`src/hw/rtcac_pkg.sv`:
```
// package: register map, field positions, reset values for the rtc alarm compare block
package rtcac_pkg;
    // =========================================================
    // register offsets
    localparam logic [3:0] REG_CTRL = 4'h0;
    localparam logic [3:0] REG_MATCH = 4'h4;
    localparam logic [3:0] REG_TIMER = 4'h8;
    localparam logic [3:0] REG_IRQ_STATUS = 4'hc;
    // =========================================================
    // control fields
    localparam int CTRL_ALARM_EN = 0;
    localparam int CTRL_AUTO_RST = 1;
    localparam int CTRL_RESET_EN = 2;
    localparam int CTRL_WAKE_EN = 3;
    localparam int CTRL_IRQ_EN = 4;
    localparam int CTRL_TIMER_RUN = 5;
    localparam int CTRL_WIDTH = 6;
    // =========================================================
    // reset values, timer step and irq status bit position
    localparam logic [5:0] CTRL_RESET = 6'h20;
    localparam logic [31:0] MATCH_RESET = 32'hffffffff;
    localparam logic [31:0] TIMER_RESET = 32'h00000000;
    localparam logic [31:0] TIMER_ONE = 32'h00000001;
    localparam int IRQ_ALARM = 0;
endpackage

```
`src/hw/rtcac_match.sv`:
```
// module: 32-bit free-running timer with exact alarm match and auto reset
`timescale 1ns/100ps
module rtcac_match (
    input wire logic clk,
    input wire logic resetn,
    input wire logic timerRun,
    input wire logic alarmEnable,
    input wire logic autoReset,
    input wire logic timerLoad,
    input wire logic [31:0] timerLoadValue,
    input wire logic [31:0] alarmMatchValue,
    output logic [31:0] timerValue,
    output logic matchEvent
);
    // =========================================================
    // timer
    logic autoClear_r;
    logic matchHit;

    assign matchHit = alarmEnable && (timerValue == alarmMatchValue);

    // wrap freely, clear one cycle later
    always_ff @(posedge clk) begin
        if (!resetn) begin
            timerValue <= rtcac_pkg::TIMER_RESET;
        end else if (timerLoad) begin
            timerValue <= timerLoadValue;
        end else if (autoClear_r) begin
            timerValue <= rtcac_pkg::TIMER_RESET;
        end else if (timerRun) begin
            timerValue <= timerValue + rtcac_pkg::TIMER_ONE;
        end
    end

    always_ff @(posedge clk) begin
        if (!resetn) begin
            autoClear_r <= 1'b0;
        end else begin
            autoClear_r <= matchHit && autoReset;
        end
    end

    always_ff @(posedge clk) begin
        if (!resetn) begin
            matchEvent <= 1'b0;
        end else begin
            matchEvent <= matchHit && !timerLoad;
        end
    end
endmodule

```
`src/hw/rtcac_top.sv`:
```
// module: alarm compare top with register port, actions and interrupt
//
// Contract
// - alarm only on exact 32-bit equality
// - auto reset clears timer one cycle later
// - alarm may reset, wake or interrupt
// - writing enable low clears alarm flag
// - re-enable without change waits full wrap
// - alarm flag lasts one cycle while the timer runs; stays high while a stopped timer equals match
// - timer wraps freely without auto reset
// - match value kept across alarms
`timescale 1ns/100ps
module rtcac_top (
    input wire logic clk,
    input wire logic resetn,
    input wire logic [3:0] regAddr,
    input wire logic [31:0] regWdata,
    input wire logic regWrite,
    input wire logic regRead,
    output logic [31:0] regRdata,
    output logic alarmEventFlag,
    output logic alarmResetReq,
    output logic alarmWakeReq,
    output logic irq
);
    // =========================================================
    // registers
    logic [5:0] ctrl_r;
    logic [31:0] alarmMatchValueRegs_r;
    logic irqStatus_r;
    logic [31:0] timerValue;
    logic matchEvent;
    logic wrCtrl;
    logic wrTimer;
    logic disableWrite;
    logic eventQual;

    assign wrCtrl = regWrite && (regAddr == rtcac_pkg::REG_CTRL);
    assign wrTimer = regWrite && (regAddr == rtcac_pkg::REG_TIMER);
    assign disableWrite = wrCtrl && !regWdata[rtcac_pkg::CTRL_ALARM_EN];
    // a disabling write kills a pending event
    assign eventQual = matchEvent && !disableWrite && ctrl_r[rtcac_pkg::CTRL_ALARM_EN];

    always_ff @(posedge clk) begin
        if (!resetn) begin
            ctrl_r <= rtcac_pkg::CTRL_RESET;
        end else if (wrCtrl) begin
            ctrl_r <= regWdata[rtcac_pkg::CTRL_WIDTH-1:0];
        end
    end

    // match only changes on software write
    always_ff @(posedge clk) begin
        if (!resetn) begin
            alarmMatchValueRegs_r <= rtcac_pkg::MATCH_RESET;
        end else if (regWrite && (regAddr == rtcac_pkg::REG_MATCH)) begin
            alarmMatchValueRegs_r <= regWdata;
        end
    end

    // =========================================================
    // timer and comparator
    // no rearm shortcut, next hit needs full wrap
    // timer wraps the same way software adds
    rtcac_match u_match (
        .clk(clk),
        .resetn(resetn),
        .timerRun(ctrl_r[rtcac_pkg::CTRL_TIMER_RUN]),
        .alarmEnable(ctrl_r[rtcac_pkg::CTRL_ALARM_EN]),
        .autoReset(ctrl_r[rtcac_pkg::CTRL_AUTO_RST]),
        .timerLoad(wrTimer),
        .timerLoadValue(regWdata),
        .alarmMatchValue(alarmMatchValueRegs_r),
        .timerValue(timerValue),
        .matchEvent(matchEvent)
    );

    // =========================================================
    // event flag and actions
    // flag is a single-cycle pulse while the timer runs, held while a stopped timer equals match
    always_ff @(posedge clk) begin
        if (!resetn) begin
            alarmEventFlag <= 1'b0;
        end else begin
            alarmEventFlag <= eventQual;
        end
    end

    always_ff @(posedge clk) begin
        if (!resetn) begin
            alarmResetReq <= 1'b0;
            alarmWakeReq <= 1'b0;
        end else begin
            alarmResetReq <= eventQual && ctrl_r[rtcac_pkg::CTRL_RESET_EN];
            alarmWakeReq <= eventQual && ctrl_r[rtcac_pkg::CTRL_WAKE_EN];
        end
    end

    // =========================================================
    // interrupt: sticky status, set wins over write-one clear
    // status records every event; the irq enable bit only masks the line
    // interrupt action
    always_ff @(posedge clk) begin
        if (!resetn) begin
            irqStatus_r <= 1'b0;
        end else if (eventQual) begin
            irqStatus_r <= 1'b1;
        end else if (regWrite && (regAddr == rtcac_pkg::REG_IRQ_STATUS) && regWdata[rtcac_pkg::IRQ_ALARM]) begin
            irqStatus_r <= 1'b0;
        end
    end

    // irq enable bit of ctrl doubles as the mask of the status bit
    always_ff @(posedge clk) begin
        if (!resetn) begin
            irq <= 1'b0;
        end else begin
            irq <= irqStatus_r && ctrl_r[rtcac_pkg::CTRL_IRQ_EN];
        end
    end

    // =========================================================
    // read port, one cycle latency, unmapped reads zero
    always_ff @(posedge clk) begin
        if (!resetn) begin
            regRdata <= 32'h00000000;
        end else if (regRead) begin
            unique case (regAddr)
                rtcac_pkg::REG_CTRL: regRdata <= {26'h0, ctrl_r};
                rtcac_pkg::REG_MATCH: regRdata <= alarmMatchValueRegs_r;
                rtcac_pkg::REG_TIMER: regRdata <= timerValue;
                rtcac_pkg::REG_IRQ_STATUS: regRdata <= {31'h0, irqStatus_r};
                default: regRdata <= 32'h00000000;
            endcase
        end else begin
            regRdata <= 32'h00000000;
        end
    end
endmodule

```
`config.mk`:
```
export PLATFORM = sky130hd
export DESIGN_NAME = rtcac_top
export DESIGN_NICKNAME = d
export VERILOG_FILES = /design/src/hw/rtcac_pkg.sv /design/src/hw/rtcac_match.sv /design/src/hw/rtcac_top.sv
export SDC_FILE = /design/constraint.sdc
export NUM_CORES = 1
export LEC_CHECK = 0
export BUFFER_PORTS_ARGS = -buffer_cell sky130_fd_sc_hd__buf_2
export CAP_MARGIN = 0
export CORE_MARGIN = 2
export CORE_UTILIZATION = 50
export DETAILED_ROUTE_END_ITERATION = 12
export HOLD_SLACK_MARGIN = 0.1
export PLACE_DENSITY = 0.71
export SYNTH_ARGS = -nofsm -noshare
export SYNTH_HDL_FRONTEND = slang
export SYNTH_SLANG_ARGS = --single-unit
```
`constraint.sdc`:
```
create_clock -name clk -period 3 [get_ports clk]
set_clock_uncertainty 0.05 [all_clocks]
set_input_delay 0.15 -clock clk [delete_from_list [all_inputs] [get_ports clk]]
set_output_delay 0.15 -clock clk [all_outputs]
set_load 0.005 [all_outputs]
```
==> results.toml <==
[clock_network]
clk_pin_slew_ns = 0.10
post_cts_buffers = 0
cts_tree = "done"
worstSkewPairLatency_ns = 0.38
root_buffer = "clkbuf_8"
cts_made_buffers = 9
clk_path_buf_depth = 2
htree_levels = 3
clock-sinks = 109

[grt]
track_usage_pct = 28.7
grt_pass1_wl_um = 25300
antenna_found_initial = 0
grt-ovfl-total = 0
grt_pass1_vias = 4873
grt_max_degree = 54

[synth]
ys_ff_latch = 109
synth_top_family_by_area = "simple AND/OR/NAND/NOR gates"
synth.largest_area_cell = "dfxtp_1"
yosysUniqueCellTypes = 54
synth_top_area_share_pct = 42.3
synth-edff-count = 0
synth_mux_area_share_pct = 0.412
syn_area_mm2 = 0.00516
synthXorXnorAreaFrac_pct = 5.94
synth_compound_area_share_pct = 19.2
synthCells = 636
synth_area_leaders = "dfxtp_1 (42%), nand2_1 (6.8%), nand3_1 (5.6%)"
synth_area_per_cell_um2 = 8.11
synthAdderAreaFrac_pct = 0.242
yosysWarnings = 0
synthArstFlopShare_pct = 0
synthFlopType = "dfxtp_1"
syn-num-nets = 677
synth-simple-area-share_pct = 27.1
synth_seq_area_share_pct = 42.3

[placed_design]
io_buffers = 75
hpwlAfterDp_um = 10700
gp_congestion = 0.928

[power_and_ir_drop]
p_int_mw = 1.88
power_leakage_nw = 2.41
power_frac_clock_pct = 32.1
comb_power_share_pct = 8.7
power_density_mw_per_mm2 = 419
p_sw_mw = 0.657
power_mw = 2.54
sw_frac_of_total_pct = 25.9
ir_drop_mv = 0.260
p_seq_share_pct = 59.1

[sta]
relSlewSlack_pct = 35.0
fmax_mhz = 441
tightest_slew_ns = 0.972
period_minus_slack_ns = 2.27
slew_violations = 0
rsz0062_at_grt = "no"
min_period_over_period_pct = 75.6
setup_viol = 0
hold_violations = 0
fin_tns_setup_ns = 0

[cells_and_area]
drive_gt1_share_pct = 15.5
diodes = 0
fillers = 955
layout_commonest_cell = "dfxtp_1"
fin_util_pct = 59.5
nets = 752
regArea_mm2 = 0.00218
final_cell_mix = "dfxtp_1 (109), nand2_1 (94), buf_2 (75)"
syn_to_final_growth_pct = 17.5
multi_input_comb_area_mm2 = 0.00275

[floorplanning]
start_util_pct = 50.7
fp.dieW_um = 106
die-area_mm2 = 0.0111
die-height_um = 106
core_mm2 = 0.0102
placementRows = 37
num_io_pins = 76

[setup_path]
cp.required_ns = 3.20
crit_arrival_ns = 2.47
path_buf_inv = 0
crit_fanout = 7
path_cells = "ha_1 > nand3_1 > or4_4 > o31a_1 > o21ai_1 > a21oi_1"
timing.reg2reg.setup_slack_ns = 0.73
critical_path.top_delay_family = "simple AND/OR/NAND/NOR gates"
timing.rr.start = "u_match.timerValue[0]$_SDFFE_PN0P_"
worstRegToRegCells = 6
cp_slowest_cell = "or4_4"
r2r_end = "u_match.timerValue[20]$_SDFFE_PN0P_"
crit_path_end_kind = "flip-flop"
cp-start-kind = "flip-flop"
cpPeakStageDelay_ns = 0.60
critPathKind = "flip-flop to flip-flop"

[hold_path]
min_path_cells = 3
min_from = "regWrite"
whs_endpoint = "ctrl_r[2]$_SDFFE_PN0N_"
hp-class = "input port to flip-flop"

[routing]
drc_errors = 0
vias = 5140
wl_um = 15600
vias_per_cell = 6.04
drt-wirelength-per-cell_um = 18.3
drtIter0Drc = 470
final_antenna_net_count = 0
dr.pass1.iters = 5

[flow_run]
cap_viol_max_count = 0

[status]
outcome = "complete, no violations"
==> flip-flops by register name, indices dropped and copies added (netlist names) <==
name,count
irqStatus_r,1
u_match.timerValue,32
regRdata,32
ctrl_r,6
alarmWakeReq,1
u_match.autoClear_r,1
alarmMatchValueRegs_r,32
alarmResetReq,1
irq,1
alarmEventFlag,1
u_match.matchEvent,1
==> cells in the mapped netlist (2+ instances only) <==
cell	n
nand2_1	94
nand4_1	15
o211a_1	2
a21o_1	7
o21ai_1	7
a21oi_1	49
buf_1	3
clkbuf_1	30
o221ai_1	4
nand3_1	58
and3_1	11
and4_1	6
xor2_1	31
a31oi_1	10
buf_4	2
xnor2_1	4
buf_2	19
a22oi_1	30
nor3_1	17
a22o_1	3
inv_1	3
dfxtp_1	109
and2_1	8
nor2_1	46
a211oi_1	6
a222oi_1	6
nor4_1	13
o21ai_0	15
nor4_2	2
nor4b_2	2
==> through the flow <==
| stage | cells | setup WS, ns | cell area, um2 | hold WS (ns) |
|---|---|---|---|---|
| finish | 851 | 0.733 | 6060 | 0.169 |
| global route | 851 | 0.581 | 6060 | 0.166 |
| CTS | 851 | 0.775 | 6060 | 0.152 |
| detailed placement | 804 | 0.785 | 5580 | 0.341 |
| global placement | 804 | 0.816 | 5580 | 0.330 |
| floorplan | 636 | 1.04 | 5160 | 0.224 |
==> worst register-to-register path: cells and delay by family, from the launching register on <==
family / cells / cell delay, ns
compound gates: 3 / 0.50
fa+ha+maj: 1 / 0.28
flops: 1 / 0.53
simple gates: 2 / 0.78
==> worst max-delay path by stage <==
stage / depth (start not counted) / endpoint / start
finish: 6 / u_match.timerValue[20]$_SDFFE_PN0P_ / u_match.timerValue[0]$_SDFFE_PN0P_
global route: 6 / u_match.timerValue[28]$_SDFFE_PN0P_ / u_match.timerValue[0]$_SDFFE_PN0P_
CTS: 5 / u_match.timerValue[31]$_SDFFE_PN0P_ / u_match.timerValue[7]$_SDFFE_PN0P_
detailed placement: 5 / u_match.timerValue[31]$_SDFFE_PN0P_ / u_match.timerValue[7]$_SDFFE_PN0P_
global placement: 5 / u_match.timerValue[31]$_SDFFE_PN0P_ / u_match.timerValue[7]$_SDFFE_PN0P_
floorplan: 6 / u_match.timerValue[20]$_SDFFE_PN0P_ / u_match.timerValue[0]$_SDFFE_PN0P_
==> cell families (layout without fill, tap and decap cells) <==
family,Yosys count,in the layout
simple gates,280,280
compound gates,151,151
flops,109,109
buf+inv,58,137
xor+xnor,35,35
mux,2,2
fa+ha+maj,1,1
==> repair_timing <==
action	4_1_cts	5_1_grt
gates resized for setup	0	0
endpoints found under the hold margin	67	0
hold buffers	32	0
==> routing by layer <==
layer	track usage [%]	wire, um
met5	0	0
met4	11.4	383
met3	4.95	1200
met2	44.7	7000
met1	39.7	6970
==> area by class of cell <==
type | count | share of cell area (%)
repair buffers | 118 | 12.8
clock buffers | 11 | 2.33
inverters | 4 | 0.248
flip-flops and latches | 109 | 36.0
multi-input cells | 469 | 45.4
well taps | 136 | 2.81
clock inverters | 4 | 0.413
==> power groups by stage <==
stage	Sequential, mW	Combinational [mW]	Clock (mW)
2_1_floorplan	1.52	0.113	0
3_3_place_gp	1.53	0.185	0
3_5_place_dp	1.53	0.186	0
4_1_cts	1.50	0.219	0.828
5_1_grt	1.51	0.243	0.881
6_report	1.50	0.222	0.816
(Power assumes the default switching activity.)
